--- src/shared/tsense_pkg.sv ---
// shared constants and carriers for the temperature sensor register bank
package tsense_pkg;

  // ****************************************************************
  // register pointer values
  // ****************************************************************
  localparam logic [7:0]  PTR_RESET    = 8'h00;
  localparam logic [7:0]  PTR_CONFIG   = 8'h01;
  localparam logic [7:0]  PTR_UPPER    = 8'h02;
  localparam logic [7:0]  PTR_LOWER    = 8'h03;
  localparam logic [7:0]  PTR_CRIT     = 8'h04;
  localparam logic [7:0]  PTR_TEMP     = 8'h05;

  // ****************************************************************
  // reset values and field layouts
  // ****************************************************************
  localparam logic [15:0] CONFIG_RESET = 16'h0000;
  localparam logic [15:0] TRIP_RESET   = 16'h0000;
  localparam logic [15:0] TRIP_MASK    = 16'h1ffc;
  localparam int          TEMP_W       = 13;
  localparam logic [12:0] TEMP_RESET   = 13'h0000;
  localparam int          TEMP_CRIT_BIT  = 15;
  localparam int          TEMP_UPPER_BIT = 14;
  localparam int          TEMP_LOWER_BIT = 13;
  localparam logic [3:0]  SLAVE_ADDR_BASE = 4'h3;

  // hysteresis amounts in 1/16 degree steps of the temperature word
  localparam logic [12:0] HYSTERESIS_FIELD_NONE_STEPS = 13'h0000;
  localparam logic [12:0] HYSTERESIS_FIELD_1P5_STEPS  = 13'h0018;
  localparam logic [12:0] HYSTERESIS_FIELD_3P0_STEPS  = 13'h0030;
  localparam logic [12:0] HYSTERESIS_FIELD_6P0_STEPS  = 13'h0060;

  typedef enum logic [1:0] {
    HYSTERESIS_FIELD_NONE, HYSTERESIS_FIELD_1P5, HYSTERESIS_FIELD_3P0, HYSTERESIS_FIELD_6P0
  } hysteresis_field_sel_t;

  typedef struct packed {
    logic [4:0] reserved_bits;
    hysteresis_field_sel_t  hysteresis_select;
    logic       sensor_power_down;
    logic       critical_limit_lock;
    logic       alarm_window_lock;
    logic       alarm_clear_strobe;
    logic       alarm_asserted_flag;
    logic       alarm_output_enable;
    logic       critical_only_alarm;
    logic       alarm_polarity;
    logic       alarm_output_mode;
  } config_t;

  // one received byte: index 0 is the pointer, 1 and 2 the data word
  typedef struct packed {
    logic       valid;
    logic [1:0] index;
    logic [7:0] data;
  } rx_byte_t;

endpackage

--- src/hdl/temp_sensor_config_hysteresis_field_shutdown.sv ---
// configuration register, trip limits, hysteresis and alarm pin
// What this block does
// - configuration is a 16-bit read/write register at pointer 01h
// - bits 15:11 are reserved, read as zero; host keeps them zero
// - bits 10:9 pick hysteresis: none, 1.5, 3.0 or 6.0 degrees
// - the same hysteresis applies to upper, lower and critical limits
// - hysteresis only on falling temperature; upper and critical alarms set on crossing, lower alarm below limit minus hysteresis
// - a tripped upper or critical alarm clears only below limit minus hysteresis; a lower alarm clears above the lower limit
// - temperature bit 14 marks above upper limit, held with hysteresis
// - the alarm pin uses the same hysteresis
// - either lock bit blocks writes to hysteresis and shutdown
// - bit 8 high disables the sensor, low converts continuously
// - in shutdown no temperature updates and no alarm events
// - entering shutdown releases the alarm pin undriven
// - host writes the 8-bit pointer first, then reads or writes data
// - critical lock stays set until power-on reset
// - window lock makes upper and lower trip registers read-only
`timescale 1ns/1ps
module temp_sensor_config_hysteresis_field_shutdown #(
  parameter int TW = tsense_pkg::TEMP_W          // temperature word width
) (
  input  wire logic          core_clk,   // system clock, 125 MHz
  input  wire logic          rst,        // synchronous power-on reset
  input  wire logic          scl_in,     // serial clock pin
  input  wire logic          sda_in,     // serial data pin level
  output logic               sda_out_q,  // data drive level, always low
  output logic               sda_oe_q,   // data pin enable
  input  wire logic [2:0]    addr_pins,  // slave address pins
  input  wire logic [TW-1:0] temp_in,    // converter result, signed
  input  wire logic          temp_valid, // converter result strobe
  output logic               conv_en_q,  // converter run enable
  output logic               alarm_out_q, // alarm pin drive level
  output logic               alarm_oe_q  // alarm pin enable
);

  localparam int NB = 3;  // boundaries: 0 upper, 1 lower, 2 critical

  tsense_pkg::config_t  cfg_q;
  tsense_pkg::rx_byte_t rx;
  tsense_pkg::config_t  wcfg;
  logic [7:0]           ptr_q, msb_q;
  logic [15:0]          trip_q [NB];
  logic [TW-1:0]        temp_q;
  logic [NB-1:0]        above_q;
  logic                 cond_prev_q, irq_q, clear_q;
  logic [15:0]          tx_word, wdata;
  logic                 wr_word, any_lock, cond, asserted;
  logic [TW-1:0]        hysteresis_field;
  logic                 slave_oe;

  // ****************************************************************
  // serial port
  // ****************************************************************
  two_wire_slave u_slave (
    .core_clk  (core_clk),
    .rst       (rst),
    .scl_in    (scl_in),
    .sda_in    (sda_in),
    .addr_pins (addr_pins),
    .tx_word   (tx_word),
    .rx_q      (rx),
    .sda_oe_q  (slave_oe)
  );

  assign sda_oe_q = slave_oe;
  assign wdata    = {msb_q, rx.data};
  assign wcfg     = wdata;
  assign wr_word  = rx.valid && rx.index == 2'h2;
  assign any_lock = cfg_q.critical_limit_lock | cfg_q.alarm_window_lock;

  always_ff @(posedge core_clk) begin
    if (rst) begin
      ptr_q     <= tsense_pkg::PTR_RESET;
      msb_q     <= 8'h00;
      sda_out_q <= 1'b0;
    end else if (rx.valid) begin
      if (rx.index == 2'h0)
        ptr_q <= rx.data;
      if (rx.index == 2'h1)
        msb_q <= rx.data;
    end
  end

  // ****************************************************************
  // configuration register
  // ****************************************************************
  always_ff @(posedge core_clk) begin
    if (rst) begin
      cfg_q   <= tsense_pkg::CONFIG_RESET;
      clear_q <= 1'b0;
    end else begin
      clear_q <= 1'b0;
      if (wr_word && ptr_q == tsense_pkg::PTR_CONFIG) begin
        // locks only ever set; a write of zero cannot release them
        cfg_q.critical_limit_lock <= cfg_q.critical_limit_lock
                                     | wcfg.critical_limit_lock;
        cfg_q.alarm_window_lock   <= cfg_q.alarm_window_lock
                                     | wcfg.alarm_window_lock;
        clear_q                   <= wcfg.alarm_clear_strobe;
        if (!any_lock) begin
          cfg_q.hysteresis_select   <= wcfg.hysteresis_select;
          cfg_q.sensor_power_down   <= wcfg.sensor_power_down;
          cfg_q.alarm_output_enable <= wcfg.alarm_output_enable;
          cfg_q.alarm_polarity      <= wcfg.alarm_polarity;
          cfg_q.alarm_output_mode   <= wcfg.alarm_output_mode;
        end
        if (!cfg_q.alarm_window_lock)
          cfg_q.critical_only_alarm <= wcfg.critical_only_alarm;
      end
      cfg_q.alarm_asserted_flag <= asserted;
    end
  end

  // ****************************************************************
  // trip limit registers
  // ****************************************************************
  always_ff @(posedge core_clk) begin
    if (rst) begin
      for (int i = 0; i < NB; i++)
        trip_q[i] <= tsense_pkg::TRIP_RESET;
    end else if (wr_word) begin
      if (ptr_q == tsense_pkg::PTR_UPPER && !cfg_q.alarm_window_lock)
        trip_q[0] <= wdata & tsense_pkg::TRIP_MASK;
      if (ptr_q == tsense_pkg::PTR_LOWER && !cfg_q.alarm_window_lock)
        trip_q[1] <= wdata & tsense_pkg::TRIP_MASK;
      if (ptr_q == tsense_pkg::PTR_CRIT && !cfg_q.critical_limit_lock)
        trip_q[2] <= wdata & tsense_pkg::TRIP_MASK;
    end
  end

  // ****************************************************************
  // temperature and boundary comparison with hysteresis
  // ****************************************************************
  always_comb begin
    case (cfg_q.hysteresis_select)
      tsense_pkg::HYSTERESIS_FIELD_1P5: hysteresis_field = TW'(tsense_pkg::HYSTERESIS_FIELD_1P5_STEPS);
      tsense_pkg::HYSTERESIS_FIELD_3P0: hysteresis_field = TW'(tsense_pkg::HYSTERESIS_FIELD_3P0_STEPS);
      tsense_pkg::HYSTERESIS_FIELD_6P0: hysteresis_field = TW'(tsense_pkg::HYSTERESIS_FIELD_6P0_STEPS);
      default:              hysteresis_field = TW'(tsense_pkg::HYSTERESIS_FIELD_NONE_STEPS);
    endcase
  end

  always_ff @(posedge core_clk) begin
    if (rst)
      temp_q <= TW'(tsense_pkg::TEMP_RESET);
    else if (temp_valid && !cfg_q.sensor_power_down)
      temp_q <= temp_in;
  end

  // each boundary keeps an "above" state; lower alarm is its inverse
  for (genvar g = 0; g < NB; g++) begin : g_bound
    logic signed [TW:0] t_s, lim_s, low_s;
    assign t_s   = {temp_in[TW-1], temp_in};
    assign lim_s = {trip_q[g][TW-1], trip_q[g][TW-1:0]};
    assign low_s = lim_s - {1'b0, hysteresis_field};
    always_ff @(posedge core_clk) begin
      if (rst)
        above_q[g] <= (g == 1); // lower starts satisfied, no alarm
      else if (temp_valid && !cfg_q.sensor_power_down) begin
        if (t_s > lim_s)
          above_q[g] <= 1'b1;
        else if (t_s < low_s)
          above_q[g] <= 1'b0;
      end
    end
  end

  // ****************************************************************
  // alarm pin
  // ****************************************************************
  assign cond = cfg_q.critical_only_alarm ? above_q[2]
              : (above_q[0] | above_q[2] | ~above_q[1]);
  assign asserted = cfg_q.alarm_output_enable & ~cfg_q.sensor_power_down
                  & (cfg_q.alarm_output_mode ? irq_q : cond);

  always_ff @(posedge core_clk) begin
    if (rst) begin
      cond_prev_q <= 1'b0;
      irq_q       <= 1'b0;
    end else begin
      cond_prev_q <= cond;
      // a new event in the clearing cycle wins over the clear
      if (cond && !cond_prev_q && !cfg_q.sensor_power_down)
        irq_q <= 1'b1;
      else if (clear_q)
        irq_q <= 1'b0;
    end
  end

  // open drain: only ever pulls low; active-high idles driven low
  always_ff @(posedge core_clk) begin
    if (rst) begin
      alarm_oe_q  <= 1'b0;
      alarm_out_q <= 1'b0;
      conv_en_q   <= 1'b0;
    end else begin
      alarm_oe_q  <= ~cfg_q.sensor_power_down
                     & (asserted ^ cfg_q.alarm_polarity);
      alarm_out_q <= 1'b0;
      conv_en_q   <= ~cfg_q.sensor_power_down;
    end
  end

  // ****************************************************************
  // read data
  // ****************************************************************
  always_comb begin
    case (ptr_q)
      tsense_pkg::PTR_CONFIG: begin
        tx_word        = cfg_q;
        tx_word[15:11] = 5'h00;
        tx_word[5]     = 1'b0;
      end
      tsense_pkg::PTR_UPPER: tx_word = trip_q[0];
      tsense_pkg::PTR_LOWER: tx_word = trip_q[1];
      tsense_pkg::PTR_CRIT:  tx_word = trip_q[2];
      tsense_pkg::PTR_TEMP: begin
        tx_word = 16'h0000;
        tx_word[TW-1:0] = temp_q;
        tx_word[tsense_pkg::TEMP_CRIT_BIT]  = above_q[2];
        tx_word[tsense_pkg::TEMP_UPPER_BIT] = above_q[0];
        tx_word[tsense_pkg::TEMP_LOWER_BIT] = ~above_q[1];
      end
      default: tx_word = 16'h0000;
    endcase
  end

endmodule // temp_sensor_config_hysteresis_field_shutdown

--- src/hdl/two_wire_slave.sv ---
// two-wire serial slave: byte framing, addressing and acknowledge
`timescale 1ns/1ps
module two_wire_slave (
  input  wire logic              core_clk,  // system clock
  input  wire logic              rst,       // synchronous reset
  input  wire logic              scl_in,    // serial clock pin
  input  wire logic              sda_in,    // serial data pin level
  input  wire logic [2:0]        addr_pins, // address select pins
  input  wire logic [15:0]       tx_word,   // word of selected register
  output tsense_pkg::rx_byte_t   rx_q,      // received byte strobe
  output logic                   sda_oe_q   // high pulls data line low
);

  typedef enum {ST_IDLE, ST_ADDR, ST_ACK_ADDR, ST_WRITE, ST_ACK_WR,
                ST_READ, ST_MACK} state_t;

  state_t      state_q;
  logic [1:0]  scl_s_q, sda_s_q;
  logic        scl_d_q, sda_d_q;
  logic [2:0]  apin1_q, apin2_q;
  logic [3:0]  cnt_q;
  logic [7:0]  sh_q;
  logic        rw_q, lsb_sel_q;
  logic [15:0] word_q;
  logic        scl_rise, scl_fall, start_cond, stop_cond;
  logic [7:0]  tx_byte;

  // ****************************************************************
  // pin synchronisers and edge detection
  // ****************************************************************
  always_ff @(posedge core_clk) begin
    scl_s_q <= {scl_s_q[0], scl_in};
    sda_s_q <= {sda_s_q[0], sda_in};
    apin1_q <= addr_pins;
    apin2_q <= apin1_q;
    scl_d_q <= scl_s_q[1];
    sda_d_q <= sda_s_q[1];
  end

  assign scl_rise   = scl_s_q[1] & ~scl_d_q;
  assign scl_fall   = ~scl_s_q[1] & scl_d_q;
  assign start_cond = scl_s_q[1] & scl_d_q & sda_d_q & ~sda_s_q[1];
  assign stop_cond  = scl_s_q[1] & scl_d_q & ~sda_d_q & sda_s_q[1];
  assign tx_byte    = lsb_sel_q ? word_q[7:0] : word_q[15:8];

  // ****************************************************************
  // framing state machine
  // ****************************************************************
  always_ff @(posedge core_clk) begin
    if (rst) begin
      state_q   <= ST_IDLE;
      cnt_q     <= 4'h0;
      sh_q      <= 8'h00;
      rw_q      <= 1'b0;
      lsb_sel_q <= 1'b0;
      word_q    <= 16'h0000;
      sda_oe_q  <= 1'b0;
      rx_q      <= '0;
    end else begin
      rx_q.valid <= 1'b0;
      if (start_cond) begin
        state_q    <= ST_ADDR;
        cnt_q      <= 4'h0;
        sda_oe_q   <= 1'b0;
        rx_q.index <= 2'h0;
      end else if (stop_cond) begin
        state_q  <= ST_IDLE;
        sda_oe_q <= 1'b0;
      end else if (scl_rise) begin
        case (state_q)
          ST_ADDR, ST_WRITE: begin
            sh_q  <= {sh_q[6:0], sda_s_q[1]};
            cnt_q <= cnt_q + 4'h1;
          end
          ST_READ: cnt_q <= cnt_q + 4'h1;
          ST_MACK: if (sda_s_q[1]) state_q <= ST_IDLE;
          default: ;
        endcase
      end else if (scl_fall) begin
        case (state_q)
          ST_ADDR: if (cnt_q == 4'h8) begin
            if (sh_q[7:1] == {tsense_pkg::SLAVE_ADDR_BASE, apin2_q}) begin
              state_q  <= ST_ACK_ADDR;
              rw_q     <= sh_q[0];
              sda_oe_q <= 1'b1;
            end else begin
              state_q <= ST_IDLE;
            end
          end
          ST_WRITE: if (cnt_q == 4'h8) begin
            // every byte is acknowledged, locked fields included
            state_q   <= ST_ACK_WR;
            sda_oe_q  <= 1'b1;
            rx_q.valid <= 1'b1;
            rx_q.data <= sh_q;
          end
          ST_ACK_ADDR, ST_ACK_WR: begin
            cnt_q <= 4'h0;
            if (state_q == ST_ACK_WR && rx_q.index != 2'h3)
              rx_q.index <= rx_q.index + 2'h1;
            if (state_q == ST_ACK_ADDR && rw_q) begin
              // word is frozen here so both bytes come from one value
              state_q   <= ST_READ;
              word_q    <= tx_word;
              lsb_sel_q <= 1'b0;
              sda_oe_q  <= ~tx_word[15];
            end else begin
              state_q  <= ST_WRITE;
              sda_oe_q <= 1'b0;
            end
          end
          ST_READ: begin
            if (cnt_q == 4'h8) begin
              state_q  <= ST_MACK;
              sda_oe_q <= 1'b0;
            end else begin
              sda_oe_q <= ~tx_byte[~cnt_q[2:0]];
            end
          end
          ST_MACK: begin
            state_q   <= ST_READ;
            cnt_q     <= 4'h0;
            lsb_sel_q <= ~lsb_sel_q;
            sda_oe_q  <= lsb_sel_q ? ~word_q[15] : ~word_q[7];
          end
          default: ;
        endcase
      end
    end
  end

endmodule // two_wire_slave

--- config.mk ---
export PLATFORM = sky130hd
export DESIGN_NAME = temp_sensor_config_hysteresis_field_shutdown
export DESIGN_NICKNAME = d
export VERILOG_FILES = /design/src/shared/tsense_pkg.sv /design/src/hdl/temp_sensor_config_hysteresis_field_shutdown.sv /design/src/hdl/two_wire_slave.sv
export SDC_FILE = /design/constraint.sdc
export NUM_CORES = 1
export LEC_CHECK = 0
export BUFFER_PORTS_ARGS = -buffer_cell sky130_fd_sc_hd__buf_2
export CORE_MARGIN = 5
export CORE_UTILIZATION = 35
export DETAILED_ROUTE_END_ITERATION = 8
export SETUP_SLACK_MARGIN = 0.5
export SLEW_MARGIN = 20
export SYNTH_ARGS = -nofsm -noshare
export SYNTH_HDL_FRONTEND = slang
export SYNTH_SLANG_ARGS = --single-unit
export TNS_END_PERCENT = 100
--- constraint.sdc ---
create_clock -name core_clk -period 2.9 [get_ports core_clk]
set_input_delay 0.29 -clock core_clk [delete_from_list [all_inputs] [get_ports core_clk]]
set_output_delay 0.29 -clock core_clk [all_outputs]
set_load 0.005 [all_outputs]
==> impl_metrics.sql <==
INSERT INTO impl_metrics (metric_group, metric, value, unit) VALUES
('run_status', 'run_status', 'finished clean', ''),
('critical_path', 'worst_r2r_path_cells', '15', ''),
('placement', 'detailedPlacementHpwl', '16300', 'um'),
('critical_path', 'crit_path_max_incr_delay', '350', 'ps'),
('critical_path', 'crit_path_cell_trace', 'inv_4 > ha_4 > buf_12 > ha_4 > a21o_1 > a21o_1 > a211oi_2 > nand2_1 > xnor2_1 > ha_1 > nand4_1 > nor2_1 > nor2_1 > a21o_1 > o211ai_1', ''),
('clock_tree', 'clkTransAtPathRegs', '70', 'ps'),
('layout', 'final_net_count', '1035', ''),
('clock_tree', 'numCtsBuffers', '17', ''),
('global_route', 'grt_usage', '0.169', ''),
('detailed_routing', 'first_pass_iters', '5', ''),
('yosys', 'synth_sequential_area_ratio', '0.381', ''),
('placement', 'port_buffers', '23', ''),
('floorplanning', 'initial_utilization', '0.352', ''),
('hold_path', 'holdPathEnd', 'temp_q[0]$_SDFFE_PP0P_', ''),
('global_route', 'grt_remaining_overflow', '0', ''),
('timing', 'maxClockFrequency', '0.352', 'GHz'),
('critical_path', 'cp.buffers_inverters', '2', ''),
('critical_path', 'critical_path.slowest_cell', 'dfxtp_2', ''),
('layout', 'area_delta_synth_final', '17.7', '%'),
('floorplanning', 'die_area', '25700', 'um2'),
('yosys', 'synth_cell_types', '63', ''),
('critical_path', 'startpoint_of_the_worst_register_to_register_path', 'cfg_q[10]$_SDFFE_PP0P_', ''),
('floorplanning', 'num_rows', '55', ''),
('job', 'maxCapViolCount', '0', ''),
('yosys', 'synth_async_sr_flop_share', '0', ''),
('critical_path', 'critical_path_source_type', 'flop', ''),
('detailed_routing', 'drtAntennaViolNets', '0', ''),
('global_route', 'first_pass_grt_wire_length', '34200', 'um'),
('detailed_routing', 'drcViolationCount', '0', ''),
('timing', 'setup_ws', '61.7', 'ps'),
('placement', 'detailedPlace.worstSlack', '-49.8', 'ps'),
('detailed_routing', 'vias', '6490', ''),
('layout', 'layout_cells_sized_above_1', '0.154', ''),
('clock_tree', 'clockRootBuffer', 'clkbuf_16', ''),
('timing', 'rsz0062_at_grt', 'true', ''),
('global_route', 'grt_antenna_before_repair', '0', ''),
('detailed_routing', 'wire_per_inst', '17.6', 'um'),
('floorplanning', 'die_h', '160', 'um'),
('clock_tree', 'h-tree-depth', '4', ''),
('critical_path', 'worstSetupPathType', 'flop to flop', ''),
('hold_path', 'min-delay-start', 'temp_in[0]', ''),
('critical_path', 'crit_top_cell', 'a21o_1', ''),
('timing', 'relSlewSlack', '0.493', ''),
('timing', 'finalClockSkew', '11.3', 'ps'),
('power_and_ir_drop', 'peakVddDrop', '341', 'uV'),
('layout', 'diodes', '0', ''),
('floorplanning', 'die_width', '160', 'um'),
('critical_path', 'path_max_fanout', '4', ''),
('critical_path', 'setup.reg_to_reg.worst_slack', '60', 'ps'),
('yosys', 'yosys_most_used_dff', 'dfxtp_1', ''),
('placement', 'place.gp.congestion', '0.869', ''),
('yosys', 'synth_cells', '872', ''),
('power_and_ir_drop', 'power.density', '504', 'nW/um2'),
('detailed_routing', 'post_drt_via_cell_ratio', '5.32', ''),
('detailed_routing', 'detail_route.iter0.violations', '554', ''),
('power_and_ir_drop', 'power.leakage', '3.82', 'nW'),
('clock_tree', 'cts.path.max_buffers', '2', ''),
('yosys', 'yosysWarnings', '0', ''),
('layout', 'final_core_utilization', '0.415', ''),
('timing', 'finalCritPeriodShare', '0.979', ''),
('detailed_routing', 'total_wirelength_of_the_detailed_routed_design', '21400', 'um'),
('yosys', 'postSynthRegisterBits', '134', ''),
('hold_path', 'min_delay_path_class', 'input pin to flop', ''),
('global_route', 'grt_start_max_net_pins', '47', ''),
('yosys', 'mappedNetlistArea', '7900', 'um2'),
('critical_path', 'required', '3210', 'ps'),
('timing', 'hold_violations', '0', ''),
('layout', 'commonest_non_fill_non_tap_cell_in_the_layout', 'dfxtp_1', ''),
('timing', 'tightestPinTransition', '753', 'ps'),
('timing', 'min_period', '2840', 'ps'),
('hold_path', 'worst_hold_path_stage_count', '3', '');
-- final cells by class --
class / count / area [um2]
clock buffer: 17 / 425
clock inverter: 15 / 158
fill: 2206 / 13100
inverter: 58 / 220
multi-input combinational: 642 / 4630
sequential: 134 / 3020
tap: 285 / 357
timing repair buffer: 69 / 493
-- flip-flops by register name, summed over array words and instances (netlist names), 2 cells and up --
register	cells
u_slave.state_q	3
cfg_q	10
msb_q	5
u_slave.apin2_q	3
u_slave.scl_s_q	2
u_slave.rx_q	11
u_slave.sh_q	8
temp_q	13
u_slave.sda_s_q	2
u_slave.apin1_q	3
above_q	3
u_slave.cnt_q	4
trip_q	33
ptr_q	8
u_slave.word_q	16
-- worst reg2reg max path, stage by stage, from the launching register on --
cell and delay (ps):
dfxtp_2 350, inv_4 40, ha_4 290, buf_12 120, ha_4 190, a21o_1 170
a21o_1 170, a211oi_2 290, nand2_1 120, xnor2_1 150, ha_1 310, nand4_1 100
nor2_1 50, nor2_1 150, a21o_1 140, o211ai_1 80
-- kinds of logic after synthesis --
family | synth area share
other | 0.000475
buffers and inverters | 0.0540
AND/OR/NAND/NOR | 0.181
flip-flops | 0.381
multiplexers | 0.0534
XOR/XNOR | 0.0344
AO/OA/AOI/OAI | 0.147
adder cells (fa/ha/maj) | 0.149
-- repair_timing --
item	4_1_cts	5_1_grt
cloned	0	0
gates resized for setup	14	18
buffers inserted	5	2
hold buffers	5	0
pin swaps	3	14
setup endpoints to repair	19	45
endpoints found under the hold margin	5	0
-- Yosys cell counts, types with 13 or more instances --
cell type  count  share of area
nor3_1        14         0.0089
o21ai_0       26          0.016
a21oi_1       80          0.051
inv_1         58          0.028
nand2_1       88          0.042
nor2_1        79          0.038
mux2i_1       32          0.041
dfxtp_1      101           0.26
clkbuf_1      28          0.013
a21o_1        23          0.022
nand4_1       19          0.015
edfxtp_1      33           0.13
nor2b_1       15          0.012
ha_1          89           0.14
xnor2_1       29          0.032
and2_1        13          0.010
nand3_1       26          0.016
-- per-stage QoR --
| stage | cells | area, um2 | power (mW) | hold slack [ps] | setup TNS, ps |
|---|---|---|---|---|---|
| after CTS | 1218 | 9220 | 4.71 | 104 | 0 |
| after floorplan | 873 | 7970 | 2.39 | 310 | 0 |
| final | 1220 | 9300 | 4.69 | 120 | 0 |
| after global routing | 1220 | 9300 | 4.87 | 123 | -256 |
| after detailed placement | 1176 | 8500 | 2.56 | 312 | -49.8 |
| after global placement | 1176 | 8500 | 2.55 | 312 | -9.24 |
-- worst max-delay path by stage --
stage / cells after the start / to / startpoint
after floorplan: 16 / above_q[0]$_SDFFE_PP0P_ / cfg_q[10]$_SDFFE_PP0P_
after global placement: 16 / above_q[0]$_SDFFE_PP0P_ / cfg_q[10]$_SDFFE_PP0P_
after detailed placement: 16 / above_q[0]$_SDFFE_PP0P_ / cfg_q[10]$_SDFFE_PP0P_
after CTS: 16 / above_q[0]$_SDFFE_PP0P_ / cfg_q[10]$_SDFFE_PP0P_
after global routing: 15 / above_q[1]$_SDFFE_PP1P_ / cfg_q[10]$_SDFFE_PP0P_
final: 15 / above_q[1]$_SDFFE_PP1P_ / cfg_q[10]$_SDFFE_PP0P_
-- power by group --
group          switching (mW)  internal (mW)  leakage (nW)
registers              0.0672           1.97          1.14
logic                   0.295          0.221          2.39
clock network           0.920           1.21         0.285
total                    1.28           3.40          3.82
-- layer usage --
metal  track usage  up-vias  wire length [um]
met1         0.233     3076              9940
met2         0.266      179              9900
met3        0.0328       30              1120
met5             0        -                 0
met4        0.0587        0               483
li1              -     3205                 -
Note: power is estimated with default switching activity, not from simulation.
